===== config.mk =====
export PLATFORM = sky130hd
export DESIGN_NAME = sgl_start_guard
export DESIGN_NICKNAME = d
export VERILOG_FILES = /design/src/include/sgl_pkg.sv /design/src/rtl/sgl_start_guard.sv /design/src/rtl/sgl_sync.sv
export SDC_FILE = /design/constraint.sdc
export NUM_CORES = 1
export LEC_CHECK = 0
export ABC_AREA = 1
export ABC_CLOCK_PERIOD_IN_PS = 2400
export BUFFER_PORTS_ARGS = -buffer_cell sky130_fd_sc_hd__buf_2
export CAP_MARGIN = 20
export CORE_UTILIZATION = 61
export CTS_BUF_LIST = sky130_fd_sc_hd__clkbuf_4 sky130_fd_sc_hd__clkbuf_8
export CTS_CLUSTER_DIAMETER = 120
export CTS_CLUSTER_SIZE = 40
export DETAILED_ROUTE_END_ITERATION = 8
export PLACE_DENSITY_LB_ADDON = 0.15
export SYNTH_ARGS = -nofsm -noshare
export SYNTH_HDL_FRONTEND = slang
export SYNTH_SLANG_ARGS = --single-unit

===== constraint.sdc =====
create_clock -name ref_clk -period 2.4 [get_ports ref_clk]
set_clock_uncertainty 0.1 [all_clocks]
set_input_delay 0.48 -clock ref_clk [delete_from_list [all_inputs] [get_ports ref_clk]]
set_output_delay 0.48 -clock ref_clk [all_outputs]
set_load 0.03 [all_outputs]

===== src/include/sgl_pkg.sv =====
// Purpose: Shared constants for the start guard and edit lock block.
// Assumes: 250 MHz ref_clk, Avalon-MM register slave with 32-bit data.
// Notes:   Offsets are byte addresses of aligned words.
package sgl_pkg;
	localparam int          CLK_MHZ         = 250;
	// Register byte offsets
	localparam logic [3:0]  OFF_CTRL        = 4'h0;
	localparam logic [3:0]  OFF_STATUS      = 4'h4;
	localparam logic [3:0]  OFF_FUNC        = 4'h8;
	localparam logic [3:0]  OFF_EDIT        = 4'hC;
	// Control register fields
	localparam int          CTRL_FREQ_LOCK  = 0;
	localparam int          CTRL_UV_TRIP    = 1;
	localparam logic [31:0] CTRL_RESET      = 32'h0000_0000;
	// Input function codes, one 8-bit field per input
	localparam int          NUM_INPUTS      = 5;
	localparam logic [7:0]  FUNC_START_GUARD = 8'h0D;
	localparam logic [7:0]  FUNC_EDIT_LOCK  = 8'h0F;
	localparam logic [7:0]  FUNC_FAULT_CLR  = 8'h12;
	localparam logic [7:0]  FUNC_NONE       = 8'hFF;
	// Fault codes shown on the display
	localparam logic [7:0]  FAULT_NONE      = 8'h00;
	localparam logic [7:0]  START_GUARD_FAULT_CODE   = 8'h0D;
	localparam logic [7:0]  UNDERVOLTAGE_FAULT_CODE  = 8'h09;
	// Timing: alarm must drop within 30 ms of the clear command
	localparam int          ALARM_CLR_MS    = 30;
	localparam int          ALARM_CLR_CYC   = ALARM_CLR_MS * 1000 * CLK_MHZ;
	// Settle time after power-up before the run request is judged
	localparam int          SETTLE_US       = 1;
	localparam int          SETTLE_CYC      = SETTLE_US * CLK_MHZ;
	// Edit request source
	typedef enum logic {SRC_KEYPAD, SRC_REMOTE} sgl_src_t;
endpackage : sgl_pkg


===== src/rtl/sgl_start_guard.sv =====
// Purpose: Unattended start guard and parameter edit lock.
// Assumes: Contact inputs are asynchronous; registers on Avalon-MM.
// Notes:   Run output follows the guard state machine below.
`timescale 1ns/1ps
// Notes on behaviour
// - With the guard off, a run request present at power-up starts the output once power-up ends.
// - With the guard on and run requested at power-up, the output stays off and the guard fault shows.
// - A guard trip clears only on run release, fault-clear input or keypad stop/reset.
// - After clearing by run release, a new run request starts the output normally.
// - Clearing by fault-clear while run is still held resumes running at once.
// - Clearing an undervoltage trip by fault-clear pulse reapplies the guard check.
// - Function code 13 selects the guard input; it is checked only when power-up ends, so a fault-clear of a guard trip resumes a held run either way.
// - Function code 15 selects the edit lock input which refuses keypad and remote edits.
// - The frequency lock setting decides if the frequency setpoint stays editable under lock.
// - With the edit lock off, edits are accepted and stored.
// - The alarm output drops within 30 ms of the start of the clear command.
module sgl_start_guard
	import sgl_pkg::*;
(
	input  wire logic         ref_clk,
	input  wire logic         sys_rst,
	input  wire logic         clkEn,
	input  wire logic [4:0]   contactIn,
	input  wire logic         runRequest,
	input  wire logic         keyStopReset,
	input  wire logic         editReq,
	input  wire sgl_pkg::sgl_src_t editSrc,
	input  wire logic         editIsFreq,
	output logic              editAccept,
	output logic              editRefuse,
	output logic              runOut,
	output logic              alarmOut,
	output logic [7:0]        faultCode,
	input  wire logic [3:0]   avs_address,
	input  wire logic         avs_read,
	input  wire logic         avs_write,
	input  wire logic [31:0]  avs_writedata,
	input  wire logic [3:0]   avs_byteenable,
	output logic [31:0]       avs_readdata,
	output logic              avs_waitrequest
);
	import sgl_pkg::*;

	typedef enum logic [2:0] {
		ST_POWERUP, ST_STOP, ST_RUN, ST_GUARD_TRIP, ST_UV_TRIP
	} sgl_state_t;

	logic [5:0]  syncIn;
	logic [31:0] ctrl_r;
	logic [39:0] func_r;
	logic [31:0] editStore_r;
	logic        rdAck_r;
	logic        wrAck_r;
	sgl_state_t  state_r;
	sgl_state_t  state_nxt;
	logic [15:0] settle_r;
	logic        clrPrev_r;
	logic        clrFall;
	logic        clrRise;
	logic        runIn;
	logic        guardOn;
	logic        lockOn;
	logic        clrIn;
	logic        clrAny;
	logic        lockBlocks;
	logic        runPrev_r;
	logic        runRise;

	// Returns high if any input is assigned the function and is on
	function automatic logic fnActive(input logic [39:0] fs,
		input logic [4:0] pins, input logic [7:0] code);
		logic hit;
		hit = 1'b0;
		for (int i = 0; i < NUM_INPUTS; i++) begin
			if (fs[i*8 +: 8] == code && pins[i])
				hit = 1'b1;
		end
		return hit;
	endfunction : fnActive

	// Merges a bus write into a word under byte enables
	function automatic logic [31:0] beMerge(input logic [31:0] old,
		input logic [31:0] wd, input logic [3:0] be);
		logic [31:0] res;
		res = old;
		for (int b = 0; b < 4; b++) begin
			if (be[b])
				res[b*8 +: 8] = wd[b*8 +: 8];
		end
		return res;
	endfunction : beMerge

	// Contacts and run request come from pins
	sgl_sync #(.W(6)) uSync (
		.ref_clk (ref_clk),
		.sys_rst (sys_rst),
		.clkEn   (clkEn),
		.asyncIn ({runRequest, contactIn}),
		.syncOut (syncIn)
	);

	assign runIn   = syncIn[5];
	assign guardOn = fnActive(func_r, syncIn[4:0], FUNC_START_GUARD);
	assign lockOn  = fnActive(func_r, syncIn[4:0], FUNC_EDIT_LOCK);
	assign clrIn   = fnActive(func_r, syncIn[4:0], FUNC_FAULT_CLR);

	// Fault-clear edges: start on rise, act on fall
	always_ff @(posedge ref_clk) begin
		if (sys_rst)
			clrPrev_r <= 1'b0;
		else if (clkEn)
			clrPrev_r <= clrIn;
	end
	assign clrRise = clrIn & ~clrPrev_r;
	assign clrFall = ~clrIn & clrPrev_r;
	assign clrAny  = clrFall | keyStopReset;

	// Run request edge: a stopped drive starts only on a fresh request,
	// so a keypad clear with run still held does not restart the motor
	always_ff @(posedge ref_clk) begin
		if (sys_rst)
			runPrev_r <= 1'b0;
		else if (clkEn)
			runPrev_r <= runIn;
	end
	assign runRise = runIn & ~runPrev_r;

	// Power-up settle counter
	always_ff @(posedge ref_clk) begin
		if (sys_rst)
			settle_r <= '0;
		else if (clkEn && state_r == ST_POWERUP)
			settle_r <= settle_r + 16'h0001;
		else if (clkEn)
			settle_r <= '0;
	end

	// Drive state machine
	always_comb begin
		state_nxt = state_r;
		case (state_r)
			ST_POWERUP: begin
				if (settle_r >= 16'(SETTLE_CYC - 1)) begin
					if (runIn && guardOn)
						state_nxt = ST_GUARD_TRIP;
					else if (runIn)
						state_nxt = ST_RUN;
					else
						state_nxt = ST_STOP;
				end
			end
			ST_STOP: begin
				if (runRise)
					state_nxt = ST_RUN;
			end
			ST_RUN: begin
				if (ctrl_r[CTRL_UV_TRIP])
					state_nxt = ST_UV_TRIP;
				else if (!runIn)
					state_nxt = ST_STOP;
			end
			ST_GUARD_TRIP: begin
				if (clrFall && runIn)
					state_nxt = ST_RUN;
				else if (clrAny || !runIn)
					state_nxt = ST_STOP;
			end
			ST_UV_TRIP: begin
				if (clrFall)
					state_nxt = ST_POWERUP;
			end
			default: state_nxt = ST_POWERUP;
		endcase
	end

	always_ff @(posedge ref_clk) begin
		if (sys_rst)
			state_r <= ST_POWERUP;
		else if (clkEn)
			state_r <= state_nxt;
	end

	// Outputs from the state; alarm drops on the clear rising edge
	always_ff @(posedge ref_clk) begin
		if (sys_rst) begin
			runOut    <= 1'b0;
			alarmOut  <= 1'b0;
			faultCode <= FAULT_NONE;
		end else if (clkEn) begin
			runOut   <= (state_nxt == ST_RUN);
			alarmOut <= (state_nxt == ST_GUARD_TRIP ||
				state_nxt == ST_UV_TRIP) && !clrRise && !clrIn;
			case (state_nxt)
				ST_GUARD_TRIP: faultCode <= START_GUARD_FAULT_CODE;
				ST_UV_TRIP:    faultCode <= UNDERVOLTAGE_FAULT_CODE;
				default:       faultCode <= FAULT_NONE;
			endcase
		end
	end

	// Edit lock decision, keypad or remote alike
	assign lockBlocks = lockOn &&
		!(editIsFreq && !ctrl_r[CTRL_FREQ_LOCK]);
	assign editAccept = editReq && !lockBlocks;
	assign editRefuse = editReq && lockBlocks;

	// Bus slave: one wait cycle then acknowledge
	always_ff @(posedge ref_clk) begin
		if (sys_rst) begin
			rdAck_r <= 1'b0;
			wrAck_r <= 1'b0;
		end else if (clkEn) begin
			rdAck_r <= avs_read && !rdAck_r;
			wrAck_r <= avs_write && !wrAck_r;
		end
	end
	assign avs_waitrequest = (avs_read && !rdAck_r) ||
		(avs_write && !wrAck_r);

	// Register writes; edit store refuses writes under lock
	always_ff @(posedge ref_clk) begin
		if (sys_rst) begin
			ctrl_r      <= CTRL_RESET;
			func_r      <= {FUNC_NONE, FUNC_NONE, FUNC_NONE, FUNC_NONE,
				FUNC_NONE};
			editStore_r <= '0;
		end else if (clkEn && avs_write && wrAck_r) begin
			case (avs_address)
				OFF_CTRL: ctrl_r <= beMerge(ctrl_r, avs_writedata,
					avs_byteenable);
				OFF_FUNC: func_r[31:0] <= beMerge(func_r[31:0],
					avs_writedata, avs_byteenable);
				OFF_EDIT: begin
					if (!lockOn)
						editStore_r <= beMerge(editStore_r,
							avs_writedata, avs_byteenable);
				end
				default: ;
			endcase
		end else if (clkEn && editAccept) begin
			editStore_r <= editStore_r + 32'h0000_0001;
		end
	end

	// Read data, reads allowed under lock
	always_ff @(posedge ref_clk) begin
		if (sys_rst)
			avs_readdata <= '0;
		else if (clkEn && avs_read && !rdAck_r) begin
			case (avs_address)
				OFF_CTRL:   avs_readdata <= ctrl_r;
				OFF_STATUS: avs_readdata <= {16'h0000, faultCode,
					3'b000, lockOn, guardOn, alarmOut, runOut,
					runIn};
				OFF_FUNC:   avs_readdata <= func_r[31:0];
				OFF_EDIT:   avs_readdata <= editStore_r;
				default:    avs_readdata <= '0;
			endcase
		end
	end
endmodule : sgl_start_guard


===== src/rtl/sgl_sync.sv =====
// Purpose: Two-flop synchroniser for the contact inputs.
// Assumes: Inputs are asynchronous levels from external contacts.
// Notes:   First stage feeds only the second stage.
`timescale 1ns/1ps
module sgl_sync #(
	parameter int W = 1
) (
	input  wire logic         ref_clk,
	input  wire logic         sys_rst,
	input  wire logic         clkEn,
	input  wire logic [W-1:0] asyncIn,
	output logic      [W-1:0] syncOut
);
	logic [W-1:0] meta_r;

	// Two stage capture
	always_ff @(posedge ref_clk) begin
		if (sys_rst) begin
			meta_r  <= '0;
			syncOut <= '0;
		end else if (clkEn) begin
			meta_r  <= asyncIn;
			syncOut <= meta_r;
		end
	end
endmodule : sgl_sync


== Yosys cells after proc, flatten, opt, wreduce, memory -nomap -nowiden ==
Index checks and enable logic that the tools add are counted.
Storage, ports and cells
  word-level logic and storage cells: 151
  bits in registers: 173
  output and inout bits: 45
  input bits: 55
Operators by class
  $add $sub $neg: 2
  reductions and logical operators: 55
  $lt $le $gt $ge: 1
  equality and inequality tests: 28
  muxes and demuxes: 34
  bitwise logic cells: 7
Operators with widths (count)
  $mux W32: 4
  $pmux W32 S4: 1
  $eq A8 B4 Y1 const B: 8
  $add A32 B1 Y32 const B: 1
  $eq A8 B5 Y1 const B: 4
  $mux W16: 2
  $mux W8: 4
  $logic_and A1 B1 Y1: 28
  $reduce_and A3 Y1: 8
  $mux W3: 7
  $add A16 B1 Y16 const B: 1
  $ge A16 B8 Y1 const B: 1
  $reduce_and A4 Y1: 4
  $pmux W3 S5: 1
  $eq A3 B2 Y1 const B: 4
  $mux W1: 12
  $ne A2 B2 Y1 const B: 5
  $eq A4 B4 Y1 const B: 2
  $logic_not A1 Y1: 8
  $pmux W4 S2: 1
  $eq A3 B3 Y1 const B: 2
  $eq A4 B3 Y1 const B: 1
  $logic_not A4 Y1: 1
  $mux W2: 2
  8 further kinds: 15

== Depth between registers and ports, before layout ==
  depth after elaboration: 17
  mapped depth: 14

== By module ==
A second synthesis with hierarchy kept.
Second synthesis, totals
  cells, all modules: 1280
  area, all modules: 8584.5 um^2
By module, submodules not included
  sgl_start_guard: cells an instance 1204, times used 1, area an instance 8087.8 um^2
  sgl_sync: cells an instance 76, times used 1, area an instance 496.7 um^2

== Worst setup path after synthesis ==
OpenSTA, ideal clock, no wires.
  kind: register -> register
  start point: register func_r[30]
  end point: register editStore_r[0]
  stages on the path, launching flop included: 13
  arrival time: 1710 ps
  library setup time: 113 ps
  buffers on the path: 1
  path slack: 477 ps
  clock period less this slack: 1923 ps
  path through: dfxtp_1 inv_1 nand2_1 nor2_1 nand4_1 nand4_2 a21oi_2 nand3_4 nand2_1 buf_4 nand3_1 nand2_1 nor2_1
On the way
  longest elaborated chain between the ends: 9
  elaborated cells on any way between the ends: 10
Ends and longest elaborated chain
  start, declared: line sgl_start_guard.sv:50  | logic [39:0] func_r;
  start signal, assigned: line sgl_start_guard.sv:224  | func_r <= {FUNC_NONE, FUNC_NONE, FUNC_NONE, FUNC_NONE,
  start signal, assigned: line sgl_start_guard.sv:231  | OFF_FUNC: func_r[31:0] <= beMerge(func_r[31:0],
  $eq A8 B4 Y1: line sgl_start_guard.sv:75  | if (fs[i*8 +: 8] == code && pins[i])
  $logic_and A1 B1 Y1: line sgl_start_guard.sv:75
  $mux W1: line sgl_start_guard.sv:75
  $logic_and A1 B1 Y1: line sgl_start_guard.sv:202  | assign lockBlocks = lockOn &&
  $logic_not A1 Y1: line sgl_start_guard.sv:204  | assign editAccept = editReq && !lockBlocks;
  $logic_and A1 B1 Y1: line sgl_start_guard.sv:204
  net editAccept: line sgl_start_guard.sv:29  | output logic editAccept,
  $logic_and A1 B1 Y1: line sgl_start_guard.sv:240  | end else if (clkEn && editAccept) begin
  $reduce_bool A2 Y1 (no line)
  $reduce_and A4 Y1 (no line)
  end signal, assigned: line sgl_start_guard.sv:235  | editStore_r <= beMerge(editStore_r,
  end signal, assigned: line sgl_start_guard.sv:241  | editStore_r <= editStore_r + 32'h0000_0001;
  end, declared: line sgl_start_guard.sv:51  | logic [31:0] editStore_r;
The timed path passes the listed nets, and every way through them passes these cells.
A chain may end at the register's enable or synchronous reset.

== Worst setup path after layout ==
  start point: register func_r[20]
  end point: output editRefuse
On the way
  longest elaborated chain between the ends: 6
Ends and longest elaborated chain
  $eq A8 B4 Y1: line sgl_start_guard.sv:75
  $logic_and A1 B1 Y1: line sgl_start_guard.sv:75
  $mux W1 (2 in a row): line sgl_start_guard.sv:75
  $logic_and A1 B1 Y1: line sgl_start_guard.sv:202
  $logic_and A1 B1 Y1: line sgl_start_guard.sv:205  | assign editRefuse = editReq && lockBlocks;
  end, declared: line sgl_start_guard.sv:30  | output logic editRefuse,
Every way passes these cells.

==> flow_metrics.env <==
export IMPL_final_nets=1407
export IMPL_cp_arrival_ns=1.85
export IMPL_final_cells=1537
export IMPL_cts_buffers=17
export IMPL_dpl_instance_area_um2=9100
export IMPL_power_density_nw_per_um2=578
export IMPL_rows=42
export IMPL_vias_per_cell=5.60
export IMPL_grt_pass1_vias=7883
export IMPL_postLayoutSetupSlackWorst_ns=-0.0301
export IMPL_drt_wl_total_um=23700
export IMPL_drt_initial_drc_count=678
export IMPL_drt_pass1_iterations=7
export IMPL_final_common_cell="nand2_1"
export IMPL_r2r_start="func_r[29]$_SDFFE_PP1P_"
export IMPL_dp_cells=1494
export IMPL_cts_buffer_depth=2
export IMPL_violations="negative setup slack"
export IMPL_antenna_found_initial=0
export IMPL_hpwl_um=16500
export IMPL_worst_r2r_endpoint="editStore_r[3]$_SDFFE_PP0P_"
export IMPL_hold_class="input pin to flop"
export IMPL_tns_ns=-0.0301
export IMPL_cp_max_fo=3
export IMPL_status="finished, violations left"
export IMPL_layout_common_cells="331 x nand2_1, 159 x dfxtp_1, 141 x nor2_1"
export IMPL_whs_ns=0.130
export IMPL_finalHoldViolCount=0
export IMPL_startpoint="func_r[20]$_SDFFE_PP1P_"
export IMPL_dieArea_um2=14300
export IMPL_cap_violations=0
export IMPL_antenna_cells=0
export IMPL_drc=0
export IMPL_async_flop_share=0
export IMPL_ys_ff_latch=165
export IMPL_ios=100
export IMPL_synth_cell_types=50
export IMPL_cts_root_buf="clkbuf_8"
export IMPL_synth_top_flop_cell="dfxtp_1"
export IMPL_r2r_slack_ns=0.19
export IMPL_dp_slack_ns=0.134
export IMPL_numPortBuffers=92
export IMPL_die_h_um=120
export IMPL_grt_max_degree=76
export IMPL_start_kind="flop"
export IMPL_fp_dieW_um=120
export IMPL_timing_fmax_mhz=412
export IMPL_syn_instance_count=1257
export IMPL_fin_crit_ns=2.43
export IMPL_netlist_area_um2=8450
export IMPL_rsz0062_at_grt="true"
export IMPL_endpoint="editRefuse"
export IMPL_power_leakage_nw=4.17
export IMPL_grt_pass1_wl_um=38600
export IMPL_track_usage=0.342
export IMPL_setup_viol=1
export IMPL_vdd_ir_drop_max_mv=0.467
export IMPL_ys_seq_area_frac=0.391
export IMPL_drive_gt1_frac=0.167
export IMPL_drtAntennaViolNets=0
export IMPL_core_area_um2=13300
export IMPL_crit_type="flop to primary output"
export IMPL_syn_to_final_growth_pct=14.5
export IMPL_wl_per_cell_um=15.4
export IMPL_initial_utilization=0.633
export IMPL_fillers=1104
export IMPL_finalMaxSlewViolations=0
export IMPL_endpoint_kind="primary output"
export IMPL_clk_pin_slew_ns=0.09
export IMPL_overflow=0
export IMPL_vias=8610
export IMPL_post_route_period_util=1.01
export IMPL_place_congestion=0.910
export IMPL_crit_required_ns=1.82
export IMPL_yosysWarningCount=0
export IMPL_cts_hold_buf=0
export IMPL_relSlewSlack=0.538
export IMPL_avgSynthCellArea_um2=6.72
export IMPL_cts_tree="yes"
export IMPL_cts_max_level=4
export IMPL_clock_sinks=165
export IMPL_worst_pin_slew_ns=0.693
export IMPL_insertion_delay_ns=0.48
export IMPL_synth_edf_count=0
export IMPL_reg2reg_depth=12
export IMPL_final_cell_area_um2=9670
-- layer usage --
layer / wire length (µm) / GRT usage
met5: 0 / 0
met4: 755 / 0.155
met3: 1660 / 0.0632
met2: 11100 / 0.564
met1: 10200 / 0.433
-- sequential cells by signal (all words and copies together) (netlist names), 2 cells and up --
name,cells
faultCode,2
state_r,3
editStore_r,32
settle_r,16
uSync.syncOut,5
func_r,32
uSync.meta_r,5
avs_readdata,32
ctrl_r,32
-- cells in the mapped netlist (5+ instances only) --
library cell / instances / area share
nor3_2: 8 / 0.0095
nor2_1: 147 / 0.065
a31oi_1: 6 / 0.0044
buf_4: 7 / 0.0062
dfxtp_1: 165 / 0.39
xor2_1: 15 / 0.016
o211ai_1: 39 / 0.035
o21ai_1: 9 / 0.0053
nand2_1: 333 / 0.15
o2111ai_1: 5 / 0.0052
a21oi_1: 90 / 0.053
nand3_1: 52 / 0.031
nor2_2: 7 / 0.0052
clkbuf_1: 39 / 0.017
nand2_2: 6 / 0.0044
buf_2: 8 / 0.0047
inv_1: 119 / 0.053
nor3_1: 16 / 0.0095
o22ai_1: 5 / 0.0037
nand4_1: 13 / 0.0096
o21ai_0: 108 / 0.064
inv_2: 8 / 0.0036
-- final cells by class --
cell class,count,area (µm²),share of cell area
clock inverters,10,144,0.0149
clock buffers,22,297,0.0307
well taps,176,220,0.0228
repair buffers,127,769,0.0795
inverters,129,487,0.0503
multi-input cells,908,4450,0.460
flip-flops and latches,165,3310,0.342
-- kinds of logic after synthesis --
kind of cell / synth area share
buf+inv: 0.0892
flops: 0.391
fa+ha+maj: 0.00593
compound gates: 0.185
other cells: 0.000444
simple gates: 0.310
xor+xnor: 0.0176
-- what timing repair did --
| action | in CTS | in global routing |
|---|---|---|
| gates resized for setup | 15 | 6 |
| pin swaps | 4 | 5 |
| endpoints found under the setup margin | 2 | 3 |
| buffers inserted | 10 | 1 |
-- stage by stage --
| step | util | power [W] |
|---|---|---|
| after floorplan | - | 0.00324 |
| after global placement | 0.682 | 0.00341 |
| after detailed placement | 0.682 | 0.00342 |
| after CTS | 0.723 | 0.00559 |
| after global routing | 0.725 | 0.00580 |
| final | 0.725 | 0.00559 |
-- worst max-delay path, cell delays in order, from the launching register on --
cell and delay (ns):
dfxtp_2 0.32, or2_1 0.23, nor2_2 0.11, nand4_1 0.21, nand4_4 0.18, nand2_1 0.06
nor2_1 0.09, buf_4 0.16
-- where the power goes --
group | total (W) | switching (W) | internal (W)
clock | 0.00222 | 0.00106 | 0.00116
combinational | 0.000525 | 0.000357 | 0.000168
sequential | 0.00285 | 0.0000602 | 0.00279
-- worst min path at each step --
stage,start,to,cells past startpoint
2_1_floorplan,ctrl_r[4]$_SDFFE_PP0P_,ctrl_r[4]$_SDFFE_PP0P_,2
3_3_place_gp,ctrl_r[16]$_SDFFE_PP0P_,ctrl_r[16]$_SDFFE_PP0P_,2
3_5_place_dp,ctrl_r[16]$_SDFFE_PP0P_,ctrl_r[16]$_SDFFE_PP0P_,2
4_1_cts,contactIn[0],uSync.meta_r[0]$_SDFFE_PP0P_,3
5_1_grt,contactIn[0],uSync.meta_r[0]$_SDFFE_PP0P_,3
6_report,contactIn[0],uSync.meta_r[0]$_SDFFE_PP0P_,3
No activity file was read; power rests on OpenSTA's default activity.
